==> src/fbot_pkg.sv <==
// Package for the flash bus host controller: register map, fields, timing counts.
// Assumes a 125 MHz system clock; all counts derive from that rate.
package fbot_pkg;
  // Clock rate
  localparam int unsigned CLK_PERIOD_PS       = 8000;
  // Bus timing in ns as printed, and derived counts (least times round up)
  localparam int unsigned WRITE_PULSE_NS      = 50;
  localparam int unsigned WRITE_HIGH_NS       = 20;
  localparam int unsigned ADDR_SETUP_NS       = 50;
  localparam int unsigned READ_ACCESS_NS      = 70;
  localparam int unsigned RESET_LOW_NS        = 100;
  localparam int unsigned RESET_RECOVERY_NS   = 150;
  localparam int unsigned STATUS_DELAY_NS     = 100;
  localparam int unsigned WRITE_PULSE_CYC     = (WRITE_PULSE_NS * 1000 + CLK_PERIOD_PS - 1) / CLK_PERIOD_PS;
  localparam int unsigned WRITE_HIGH_CYC      = (WRITE_HIGH_NS * 1000 + CLK_PERIOD_PS - 1) / CLK_PERIOD_PS;
  localparam int unsigned ADDR_SETUP_CYC      = (ADDR_SETUP_NS * 1000 + CLK_PERIOD_PS - 1) / CLK_PERIOD_PS;
  localparam int unsigned READ_ACCESS_CYC     = (READ_ACCESS_NS * 1000 + CLK_PERIOD_PS - 1) / CLK_PERIOD_PS;
  localparam int unsigned RESET_LOW_CYC       = (RESET_LOW_NS * 1000 + CLK_PERIOD_PS - 1) / CLK_PERIOD_PS;
  localparam int unsigned RESET_RECOVERY_CYC  = (RESET_RECOVERY_NS * 1000 + CLK_PERIOD_PS - 1) / CLK_PERIOD_PS;
  // Busy reports may lag the strobe: ignore ready until this many cycles pass
  localparam int unsigned STATUS_DELAY_CYC    = (STATUS_DELAY_NS * 1000 + CLK_PERIOD_PS - 1) / CLK_PERIOD_PS;
  // Resume-to-suspend gap in us, and cycles
  localparam int unsigned RESUME_GAP_US       = 500;
  localparam int unsigned RESUME_GAP_CYC      = RESUME_GAP_US * 1000000 / CLK_PERIOD_PS;
  // Register offsets (byte addresses, one word each)
  localparam logic [3:0] REG_CTRL    = 4'h0;  // Command: bit0 go, bit1 write, bit2 reset, bit3 suspend
  localparam logic [3:0] REG_ADDR    = 4'h4;  // Flash word address
  localparam logic [3:0] REG_WDATA   = 4'h8;  // Write data
  localparam logic [3:0] REG_RDATA   = 4'hc;  // Read data, last read
  localparam logic [3:0] REG_STATUS  = 4'h0;  // Word 4: status (index via addr[5:2])
  // Register word indices
  localparam logic [3:0] IDX_CTRL    = 4'h0;
  localparam logic [3:0] IDX_ADDR    = 4'h1;
  localparam logic [3:0] IDX_WDATA   = 4'h2;
  localparam logic [3:0] IDX_RDATA   = 4'h3;
  localparam logic [3:0] IDX_STATUS  = 4'h4;
  localparam logic [3:0] IDX_IRQ_ST  = 4'h5;
  localparam logic [3:0] IDX_IRQ_EN  = 4'h6;
  localparam logic [3:0] IDX_IRQ_CLR = 4'h7;
  // Control field positions
  localparam int unsigned CTRL_GO     = 0;
  localparam int unsigned CTRL_WRITE  = 1;
  localparam int unsigned CTRL_RESET  = 2;
  localparam int unsigned CTRL_SUSP   = 3;
  // Flash status bits
  localparam int unsigned SR_READY    = 7;
  localparam int unsigned SR_ERASE    = 5;
  localparam int unsigned SR_PROGRAM  = 4;
  localparam int unsigned SR_SUPPLY   = 3;
  localparam int unsigned SR_PROTECT  = 1;
  // Interrupt event bits
  localparam int unsigned IRQ_DONE    = 0;
  localparam int unsigned IRQ_READY   = 1;
  localparam int unsigned IRQ_REFUSED = 2;
  localparam int unsigned IRQ_W       = 3;
  localparam logic [31:0] UNMAPPED_DATA = 32'h0000_0000;
  // Sequencer states
  typedef enum logic [3:0] {
    FBOT_RST_HOLD, FBOT_RST_WAIT, FBOT_IDLE, FBOT_W_SETUP, FBOT_W_PULSE, FBOT_W_HIGH,
    FBOT_R_ACCESS, FBOT_R_DONE
  } fbot_state_type;
endpackage : fbot_pkg

==> src/fbot_host.sv <==
// Host controller for the flash half of a stacked memory: Avalon-MM register
// slave in front of an asynchronous flash bus sequencer.
// Assumes the flash pins are wired directly; ready/busy has an external pull-up.
// Functional notes
// - Write pulse between last fall, first rise
// - Keep supply enable until status success (not enforced here: supply_reg follows software writes to STATUS)
// - Resume to next suspend gap 500us
// - Hold reset low at least 100ns
// - Power-up: reset low after supply stable
// - Wait 150ns after reset before writing
`timescale 1ns/1ps
module fbot_host
  import fbot_pkg::*;
#(
  parameter int unsigned ADDR_W   = 22,  // Flash word address width
  parameter int unsigned DATA_W   = 16,  // Flash data width
  parameter int unsigned GAP_CYC  = RESUME_GAP_CYC  // Resume-to-suspend gap in cycles
) (
  input  wire logic                clk,
  input  wire logic                rst_n,
  input  wire logic [5:0]          avs_address,
  input  wire logic                avs_read,
  input  wire logic                avs_write,
  input  wire logic [31:0]         avs_writedata,
  output logic      [31:0]         avs_readdata,
  output logic                     avs_waitrequest,
  output logic                     irq,
  output logic      [ADDR_W-1:0]   flash_addr,
  output logic                     flash_ce_n,
  output logic                     flash_we_n,
  output logic                     flash_oe_n,
  output logic                     flash_rst_n,
  output logic                     flash_supply_en,
  output logic      [DATA_W-1:0]   flash_dq_o,
  output logic                     flash_dq_oe,
  input  wire logic [DATA_W-1:0]   flash_dq_i,
  input  wire logic                flash_ready_busy_n
);
  import fbot_pkg::*;

  // Parameter checks
  initial begin
    if (ADDR_W < 1 || ADDR_W > 32) $error("fbot_host: ADDR_W out of range");
    if (DATA_W < 8 || DATA_W > 32) $error("fbot_host: DATA_W out of range");
    if (GAP_CYC < 1) $error("fbot_host: GAP_CYC must be positive");
  end

  // Reset release synchroniser
  logic [1:0] rst_sync_reg;
  always_ff @(posedge clk or negedge rst_n) begin
    if (!rst_n) rst_sync_reg <= 2'h0;
    else rst_sync_reg <= {rst_sync_reg[0], 1'b1};
  end
  wire logic rstn_i = rst_sync_reg[1];

  // Ready/busy pin: three flops, change accepted when last two agree
  logic [2:0] rb_sync_reg;
  logic       rb_filt_reg;
  always_ff @(posedge clk or negedge rstn_i) begin
    if (!rstn_i) begin
      rb_sync_reg <= 3'h7;
      rb_filt_reg <= 1'b1;
    end else begin
      rb_sync_reg <= {rb_sync_reg[1:0], flash_ready_busy_n};
      if (rb_sync_reg[2] == rb_sync_reg[1]) rb_filt_reg <= rb_sync_reg[2];
    end
  end

  // Software registers
  logic [ADDR_W-1:0]  addr_reg;        // Target address
  logic [DATA_W-1:0]  wdata_reg;       // Data to write
  logic [DATA_W-1:0]  rdata_reg;       // Last data read
  logic [IRQ_W-1:0]   irq_st_reg;      // Sticky events
  logic [IRQ_W-1:0]   irq_en_reg;      // Event enables
  logic               supply_reg;      // Program supply enable
  logic               suspend_reg;     // Last accepted command was a suspend
  logic               in_erase_reg;    // Last write command was not a suspend
  logic [31:0]        gap_cnt_reg;     // Cycles since last write command, held once it reaches GAP_CYC
  fbot_state_type     state_reg;
  logic [31:0]        cnt_reg;         // Phase counter
  logic               busy_wait_reg;   // Awaiting ready after a write command

  // Bus decode
  wire logic [3:0] idx       = avs_address[5:2];
  wire logic       wr_ctrl   = avs_write && idx == IDX_CTRL;
  wire logic       go        = wr_ctrl && avs_writedata[CTRL_GO];
  wire logic       seq_idle  = state_reg == FBOT_IDLE;
  // A command other than reset is refused while the sequencer runs, a non-suspend while the flash reports busy, or a suspend too soon
  wire logic       gap_short = avs_writedata[CTRL_SUSP] && in_erase_reg && gap_cnt_reg < GAP_CYC;
  wire logic       dev_busy  = busy_wait_reg || !rb_filt_reg;
  wire logic       refuse    = go && !avs_writedata[CTRL_RESET] &&
                               (!seq_idle || gap_short ||
                                (dev_busy && !avs_writedata[CTRL_SUSP]));
  wire logic       accept    = go && !refuse;
  wire logic       rst_cmd   = accept && avs_writedata[CTRL_RESET];
  wire logic       wr_cmd    = accept && !avs_writedata[CTRL_RESET] && avs_writedata[CTRL_WRITE];
  wire logic       rd_cmd    = accept && !avs_writedata[CTRL_RESET] && !avs_writedata[CTRL_WRITE];
  wire logic       op_done   = (state_reg == FBOT_W_HIGH || state_reg == FBOT_R_DONE) && cnt_reg == 0;
  wire logic       ready_rise = busy_wait_reg && cnt_reg == 0 && rb_filt_reg;
  // Reads answer combinationally in the same cycle: the slave is always ready
  assign avs_waitrequest = 1'b0;
  // Interrupt level
  assign irq = |(irq_st_reg & irq_en_reg);
  // Supply enable follows the software bit; software drops it only after success
  assign flash_supply_en = supply_reg;

  // Read mux
  always_comb begin
    case (idx)
      IDX_CTRL:   avs_readdata = {28'h0, suspend_reg, !flash_rst_n, 1'b0, !seq_idle};
      IDX_ADDR:   avs_readdata = 32'(addr_reg);
      IDX_WDATA:  avs_readdata = 32'(wdata_reg);
      IDX_RDATA:  avs_readdata = 32'(rdata_reg);
      IDX_STATUS: avs_readdata = {29'h0, supply_reg, dev_busy, rb_filt_reg};
      IDX_IRQ_ST: avs_readdata = 32'(irq_st_reg);
      IDX_IRQ_EN: avs_readdata = 32'(irq_en_reg);
      default:    avs_readdata = UNMAPPED_DATA;
    endcase
  end

  // Register writes
  always_ff @(posedge clk or negedge rstn_i) begin
    if (!rstn_i) begin
      addr_reg    <= '0;
      wdata_reg   <= '0;
      irq_en_reg  <= '0;
      supply_reg  <= 1'b0;
      suspend_reg <= 1'b0;
    end else begin
      if (avs_write && idx == IDX_ADDR) addr_reg <= avs_writedata[ADDR_W-1:0];
      if (avs_write && idx == IDX_WDATA) wdata_reg <= avs_writedata[DATA_W-1:0];
      if (avs_write && idx == IDX_IRQ_EN) irq_en_reg <= avs_writedata[IRQ_W-1:0];
      // Supply enable: software keeps it set until status shows success
      if (avs_write && idx == IDX_STATUS) supply_reg <= avs_writedata[2];
      if (accept) suspend_reg <= avs_writedata[CTRL_SUSP];
    end
  end

  // Sticky events; set wins over clear
  always_ff @(posedge clk or negedge rstn_i) begin
    if (!rstn_i) irq_st_reg <= '0;
    else begin
      irq_st_reg <= (irq_st_reg &
                     ~((avs_write && idx == IDX_IRQ_CLR) ? avs_writedata[IRQ_W-1:0] : '0))
                    | {refuse, ready_rise, op_done};
    end
  end

  // Resume-to-suspend spacing: any accepted write command restarts the gap timer
  always_ff @(posedge clk or negedge rstn_i) begin
    if (!rstn_i) begin
      gap_cnt_reg  <= '0;
      in_erase_reg <= 1'b0;
    end else if (wr_cmd) begin
      gap_cnt_reg  <= '0;
      in_erase_reg <= !avs_writedata[CTRL_SUSP];
    end else if (gap_cnt_reg < GAP_CYC) gap_cnt_reg <= gap_cnt_reg + 32'h1;
  end

  // Busy window: ready pin may stay high briefly after the strobe
  always_ff @(posedge clk or negedge rstn_i) begin
    if (!rstn_i) busy_wait_reg <= 1'b0;
    else if (state_reg == FBOT_W_HIGH && cnt_reg == 0) busy_wait_reg <= 1'b1;
    else if (ready_rise) busy_wait_reg <= 1'b0;
  end

  // Bus sequencer
  always_ff @(posedge clk or negedge rstn_i) begin
    if (!rstn_i) begin
      state_reg   <= FBOT_RST_HOLD;
      cnt_reg     <= 32'(RESET_LOW_CYC);
      flash_rst_n <= 1'b0;
      flash_ce_n  <= 1'b1;
      flash_we_n  <= 1'b1;
      flash_oe_n  <= 1'b1;
      flash_dq_oe <= 1'b0;
      flash_dq_o  <= '0;
      flash_addr  <= '0;
      rdata_reg   <= '0;
    end else begin
      if (cnt_reg != 0 && !(busy_wait_reg && state_reg == FBOT_IDLE)) cnt_reg <= cnt_reg - 32'h1;
      if (busy_wait_reg && state_reg == FBOT_IDLE && cnt_reg != 0) cnt_reg <= cnt_reg - 32'h1;
      case (state_reg)
        FBOT_RST_HOLD: begin
          // Reset held low from power-up or a reset command for the least pulse
          if (cnt_reg == 0) begin
            flash_rst_n <= 1'b1;
            cnt_reg     <= 32'(RESET_RECOVERY_CYC);
            state_reg   <= FBOT_RST_WAIT;
          end
        end
        FBOT_RST_WAIT: begin
          // No strobe until recovery has passed
          if (cnt_reg == 0) state_reg <= FBOT_IDLE;
        end
        FBOT_IDLE: begin
          if (rst_cmd) begin
            flash_rst_n <= 1'b0;
            cnt_reg     <= 32'(RESET_LOW_CYC);
            state_reg   <= FBOT_RST_HOLD;
          end else if (wr_cmd) begin
            flash_addr  <= addr_reg;
            flash_dq_o  <= wdata_reg;
            flash_dq_oe <= 1'b1;
            flash_ce_n  <= 1'b0;
            cnt_reg     <= 32'(ADDR_SETUP_CYC - WRITE_PULSE_CYC);
            state_reg   <= FBOT_W_SETUP;
          end else if (rd_cmd) begin
            flash_addr  <= addr_reg;
            flash_ce_n  <= 1'b0;
            flash_oe_n  <= 1'b0;
            cnt_reg     <= 32'(READ_ACCESS_CYC);
            state_reg   <= FBOT_R_ACCESS;
          end
        end
        FBOT_W_SETUP: begin
          // Chip select already low; write strobe falls last and opens the pulse
          if (cnt_reg == 0) begin
            flash_we_n <= 1'b0;
            cnt_reg    <= 32'(WRITE_PULSE_CYC);
            state_reg  <= FBOT_W_PULSE;
          end
        end
        FBOT_W_PULSE: begin
          // Write strobe rises first and closes the pulse
          if (cnt_reg == 0) begin
            flash_we_n <= 1'b1;
            cnt_reg    <= 32'(WRITE_HIGH_CYC);
            state_reg  <= FBOT_W_HIGH;
          end
        end
        FBOT_W_HIGH: begin
          // Release bus; hold a guard before ready can be trusted
          flash_ce_n <= 1'b1;
          if (cnt_reg == 0) begin
            flash_dq_oe <= 1'b0;
            cnt_reg     <= 32'(STATUS_DELAY_CYC);
            state_reg   <= FBOT_IDLE;
          end
        end
        FBOT_R_ACCESS: begin
          if (cnt_reg == 0) begin
            rdata_reg  <= flash_dq_i;
            flash_ce_n <= 1'b1;
            flash_oe_n <= 1'b1;
            state_reg  <= FBOT_R_DONE;
          end
        end
        FBOT_R_DONE: state_reg <= FBOT_IDLE;
        default: state_reg <= FBOT_IDLE;
      endcase
    end
  end
endmodule : fbot_host

==> config.mk <==
export PLATFORM = sky130hd
export DESIGN_NAME = fbot_host
export DESIGN_NICKNAME = d
export VERILOG_FILES = /design/src/fbot_pkg.sv /design/src/fbot_host.sv
export SDC_FILE = /design/constraint.sdc
export NUM_CORES = 1
export LEC_CHECK = 0
export BUFFER_PORTS_ARGS = -buffer_cell sky130_fd_sc_hd__buf_2
export CAP_MARGIN = 20
export CORE_MARGIN = 4
export CORE_UTILIZATION = 34
export CTS_BUF_LIST = sky130_fd_sc_hd__clkbuf_16
export DETAILED_ROUTE_END_ITERATION = 6
export SETUP_SLACK_MARGIN = 0.05
export SYNTH_ARGS = -nofsm -noshare
export SYNTH_HDL_FRONTEND = slang
export SYNTH_SLANG_ARGS = --single-unit
export TNS_END_PERCENT = 1
==> constraint.sdc <==
create_clock -name clk -period 13.7 [get_ports clk]
set_clock_uncertainty 0.2 [all_clocks]
set_input_delay 0.685 -clock clk [delete_from_list [all_inputs] [get_ports clk]]
set_output_delay 0.685 -clock clk [all_outputs]
set_load 0.005 [all_outputs]
Yosys cells after proc, flatten, opt, wreduce, memory -nomap -nowiden. Cells that the tools add are included.

$lt $le $gt $ge: 1. Add/sub/neg operators: 2. Equal/unequal tests: 28. Mux-type cells: 42. Bitwise operators: 5. Reduce and logical (&&, ||, !) cells: 59.

Operator list (count): two-way mux 32 bit (11); one-hot mux 32 bit (5 select lines) (1); one-hot mux 22 bit (7 select lines) (1); two-way mux 22 bit (2); adder 32 x 1 -> 32 bit, second input constant (1); equality test 4 x 3 -> 1 bit, second input constant (8); logical NOT 32 bit (1); < comparator 32 x 16 -> 1 bit, second input constant (1); two-way mux 4 bit (8); nonzero test 32 bit (1); subtractor 32 x 1 -> 32 bit, second input constant (1); logical AND 1 bit (24); one-hot mux 4 bit (6 select lines) (1); equality test 4 x 2 -> 1 bit, second input constant (4); nonzero test 2 bit (7); two-way mux 1 bit (12); inequality test 2 bit, second input constant (6); AND reduction 3 bit (4); inequality test 2 x 1 -> 1 bit, second input constant (5); equality test 4 x 1 -> 1 bit, second input constant (2); logical NOT 1 bit (8); logical NOT 4 bit (2); one-hot mux 1 bit (2 select lines) (4); AND reduction 4 bit (2); 16 further kinds (20).

Logic and storage cells: 159. Output and inout port bits: 78. Flip-flop bits (word level): 181.

Depth between registers and ports, before layout.
Depth in word-level cells: 13. Gate-level depth with buffers: 9. Depth with buffers taken out: 9.

Worst setup path before layout. Ideal clock, no wire load.

Path kind: reg-to-reg. Start point: register cnt_reg[1]. End point: register state_reg[0]. Required time: 13.361 ns. Data arrival time: 2.537 ns. Cell stages (with the launch flop): 9. Setup slack: 10.824 ns. Library setup time: 0.139 ns. Path buffers: 1. Cells stage by stage: dfrtp_1 inv_1 ha_1 or4b_4 or4_4 nor3_4 buf_6 nor3_1 or4_1.

Word-level cells in the longest chain between the ends: 3.

RTL lines: start, declared (RTL line fbot_host.sv:80) `logic [31:0] cnt_reg;`; start signal, assigned (RTL line fbot_host.sv:171) `cnt_reg <= 32'(RESET_LOW_CYC);`; start signal, assigned (RTL line fbot_host.sv:181) `if (cnt_reg != 0 && !(busy_wait_reg && state_reg == FBOT_IDLE)) cnt_reg <= cnt_reg - 32'h1;`; start signal, assigned (RTL line fbot_host.sv:182) `if (busy_wait_reg && state_reg == FBOT_IDLE && cnt_reg != 0) cnt_reg <= cnt_reg - 32'h1;`; logical NOT 32 bit (*); inequality test 2 x 1 -> 1 bit (no line) / inequality test 2 bit (equally long branches); AND reduction 6 bit (no line) (*); end signal, assigned (RTL line fbot_host.sv:189) `state_reg <= FBOT_RST_WAIT;`; end signal, assigned (RTL line fbot_host.sv:194) `if (cnt_reg == 0) state_reg <= FBOT_IDLE;`; end signal, assigned (RTL line fbot_host.sv:221) `state_reg <= FBOT_W_PULSE;`; end, declared (RTL line fbot_host.sv:79) `fbot_state_type state_reg;`.

Mark *: on every way between the ends. The rest lies on a longest branch, timed or not. A chain may end at the register's enable or synchronous reset.

Final worst setup path.
Start point: register cnt_reg[1]. End point: register rdata_reg[6].

Word-level cells in the longest chain between the ends: 2.

RTL lines: logical NOT 32 bit (RTL line fbot_host.sv:242) `if (cnt_reg == 0) begin`; AND reduction 2 bit (no line); end signal, assigned (RTL line fbot_host.sv:243) `rdata_reg <= flash_dq_i;`; end, declared (RTL line fbot_host.sv:72) `logic [DATA_W-1:0] rdata_reg;`.

No other way between the ends.

==> flow_summary.json <==
{
  "rsz0062_at_grt": "no",
  "path_delay_family": "simple AND/OR/NAND/NOR gates",
  "n_fill_cell": 2451,
  "register_area_um2": 4520,
  "p_int_mw": 0.987,
  "synthAdderAreaFrac": 0.00683,
  "cp_slowest_stage_delay_ns": 0.69,
  "synth_area_leader_cell": "dfrtp_1",
  "synth_area_um2": 8800,
  "m1WireLength_um": 9870,
  "ys_top_cells_by_area": "dfrtp_1 (48%), mux2_2 (13%), dfstp_2 (3.0%), a21oi_1 (2.5%), nor2_1 (2.4%)",
  "final.period_utilization": 0.275,
  "end_kind": "register",
  "synth_seq_cells": 180,
  "first_iter_violations": 321,
  "vias": 6505,
  "cts_tree": "built",
  "hold_viol_final": 0,
  "status": "complete, no violations",
  "nets": 941,
  "yosysWarnings": 0,
  "met2WireLength_um": 10200,
  "synth_flop_cell": "dfrtp_1",
  "synthMuxAreaShare": 0.150,
  "synthToLayoutAreaGrowth_pct": 16.8,
  "crit_fanout": 23,
  "dp_hpwl_um": 14800,
  "via_per_inst": 5.33,
  "path_cells": "inv_1 > ha_1 > or4b_4 > or4_4 > nor3_4 > nand4_4 > mux2_4",
  "routed.top_layer": "met5",
  "worst_pin_slew_ns": 1.02,
  "overflow": 0,
  "arrival_ns": 3.88,
  "synth_xor_area_frac": 0.00996,
  "powerDensity_nw_per_um2": 142,
  "synthCells": 783,
  "netlist_top_cells_count": "dfrtp_1 (170), mux2_2 (102), nor2_1 (57)",
  "p_seq_frac": 0.478,
  "stdcell_count": 1221,
  "cts.clk_slew.worst_paths_ns": 0.09,
  "firstDrtPassIters": 4,
  "worstPathRequired_ns": 13.82,
  "p_leak_nw": 4.60,
  "synth_compound_area_frac": 0.117,
  "grt_pass1_vias": 6542,
  "place_ws_ns": 9.91,
  "root_buffer": "clkbuf_16",
  "drc_errors": 0,
  "gp_congestion": 0.865,
  "max_freq_mhz": 266,
  "clockBufferDepth": 2,
  "irDropWorstVdd_v": 0.0000749,
  "switchingPower_mw": 0.469,
  "hp-class": "register to async pin",
  "cts_buffers": 17,
  "dr_wl_met3_um": 1580,
  "die_y_um": 169,
  "place_inst": 1188,
  "synthArstFlopShare": 1.00,
  "drt_wl_total_um": 21900,
  "track_usage": 0.155,
  "cp_slowest_cell": "nor3_4",
  "finalSetupViolations": 0,
  "ys_seq_area_frac": 0.514,
  "initial_core_util": 0.347,
  "htreeDepth": 4,
  "clock_sinks": 180,
  "synth_top_area_share": 0.484,
  "post_synth.cell_area_avg_um2": 11.2,
  "antenna_found_initial": 2,
  "p_sw_frac": 0.322,
  "portBuffers": 112,
  "synth_edf_count": 0,
  "slew_viol_final": 0,
  "worst_slack_ns": 9.94,
  "grt_pass1_wl_um": 35600,
  "start_kind": "register",
  "io_pins": 137,
  "num_rows": 58,
  "die_x_um": 169,
  "min_period_ns": 3.76,
  "cts_setup_buffers": 0,
  "wl_per_cell_um": 17.9,
  "p_clk_frac": 0.356,
  "grt_max_degree": 76,
  "worst-setup-path-type": "register to register",
  "setup_tns_ns": 0,
  "synth_cell_types": 77,
  "power_frac_comb": 0.166,
  "insertion_delay_ns": 0.44,
  "drv_cap": 0,
  "drive_gt1_frac": 0.332,
  "die_area_um2": 28500,
  "antenna_left": 0,
  "worst-path-buf-inv": 1,
  "slew_headroom": 0.312,
  "diodes": 0,
  "core_area_um2": 25300,
  "yosysMostFrequentCell": "dfrtp_1",
  "multiInputGateArea_um2": 3980,
  "synth_top_family_by_area": "simple AND/OR/NAND/NOR gates",
  "synth-simple-area-share": 0.163
}
-- path summary, 6_finish.rpt --
path / depth (start not counted) / slack [ns] / startpoint / endpoint
setup reg to reg: 7 / 9.94 / cnt_reg[1] / rdata_reg[6]
hold / removal: 0 / 0.09 / rst_sync_reg[1] / flash_addr[18]
max in group asynchronous: 1 / 11.90 / rst_sync_reg[1] / addr_reg[5]
hold reg to reg: 0 / 0.09 / rst_sync_reg[1] / flash_addr[18]
setup / recovery: 7 / 9.94 / cnt_reg[1] / rdata_reg[6]
min in group clk: 1 / 0.14 / flash_ready_busy_n / rb_sync_reg[0]
-- layout make-up --
class                      instances  share of cell area
clock buffer                      17              0.0414
sequential                       180               0.440
multi-input combinational        541               0.388
timing repair buffer             125              0.0647
inverter                          13             0.00475
clock inverter                    15              0.0211
tap                              330              0.0402
-- metrics by stage --
| stage | hold WS (ns) | power (mW) | instance area, um^2 | util |
|---|---|---|---|---|
| 2_1_floorplan | 0.131 | 0.874 | 8830 | - |
| 3_3_place_gp | 0.104 | 0.937 | 9610 | 0.379 |
| 3_5_place_dp | 0.109 | 0.948 | 9620 | 0.380 |
| 4_1_cts | 0.117 | 1.48 | 10300 | 0.406 |
| 5_1_grt | 0.118 | 1.54 | 10300 | 0.406 |
| 6_report | 0.0908 | 1.46 | 10300 | 0.406 |
-- per-layer routing --
layer / GRT usage / vias up
met5: 0 / -
met4: 0.0434 / 4
met3: 0.0509 / 21
met2: 0.242 / 183
met1: 0.207 / 3193
li1: - / 3104
-- worst reg2reg max path, delay by kind of cell, from the launching register on --
kind	cells	cell delay [ns]
adder cells (fa/ha/maj)	1	0.14
flip-flops	1	0.43
buffers and inverters	1	0.12
multiplexers	1	0.48
AND/OR/NAND/NOR	4	2.29
-- layout by cell type, fill, tap and decap left out, drive strengths merged, types with 6 or more instances in the layout --
cell    netlist  layout
nand2        23      23
inv          13      20
and4          7       7
mux2        110     110
or3          22      22
o21ai        18      18
dfrtp       170     170
nor4         23      23
nand4         9       9
nor2         57      57
xnor2         6       6
conb          2      12
nand3        20      20
or4          21      21
a22oi        14      14
o31ai        14      14
a31oi        11      11
and3         15      15
clkinv        0       8
clkbuf       32      17
dfstp        10      10
nor3         16      16
a21oi        44      44
nor2b        13      13
buf          27     124
-- logic make-up (layout without fill, tap and decap cells) --
family,Yosys count,in the layout
AOI/OAI and AO/OA,150,150
xor gates and xnor gates,10,10
adders and majority gates,5,5
buffers and inverters,72,170
DFF,180,180
muxes,114,114
other,2,12
and+or+nand+nor,250,250
-- timing repair --
action	CTS	global route
hold buffers	1	0
endpoints found under the hold margin	2	0
gates resized for setup	0	0
-- power by group through the flow --
stage | Combinational [mW] | Sequential, mW | Clock, mW
floorplan | 0.191 | 0.684 | 0
global placement | 0.236 | 0.702 | 0
detailed placement | 0.243 | 0.705 | 0
CTS | 0.244 | 0.695 | 0.535
global route | 0.276 | 0.712 | 0.555
finish | 0.242 | 0.696 | 0.519
(Power assumes the default switching activity.)
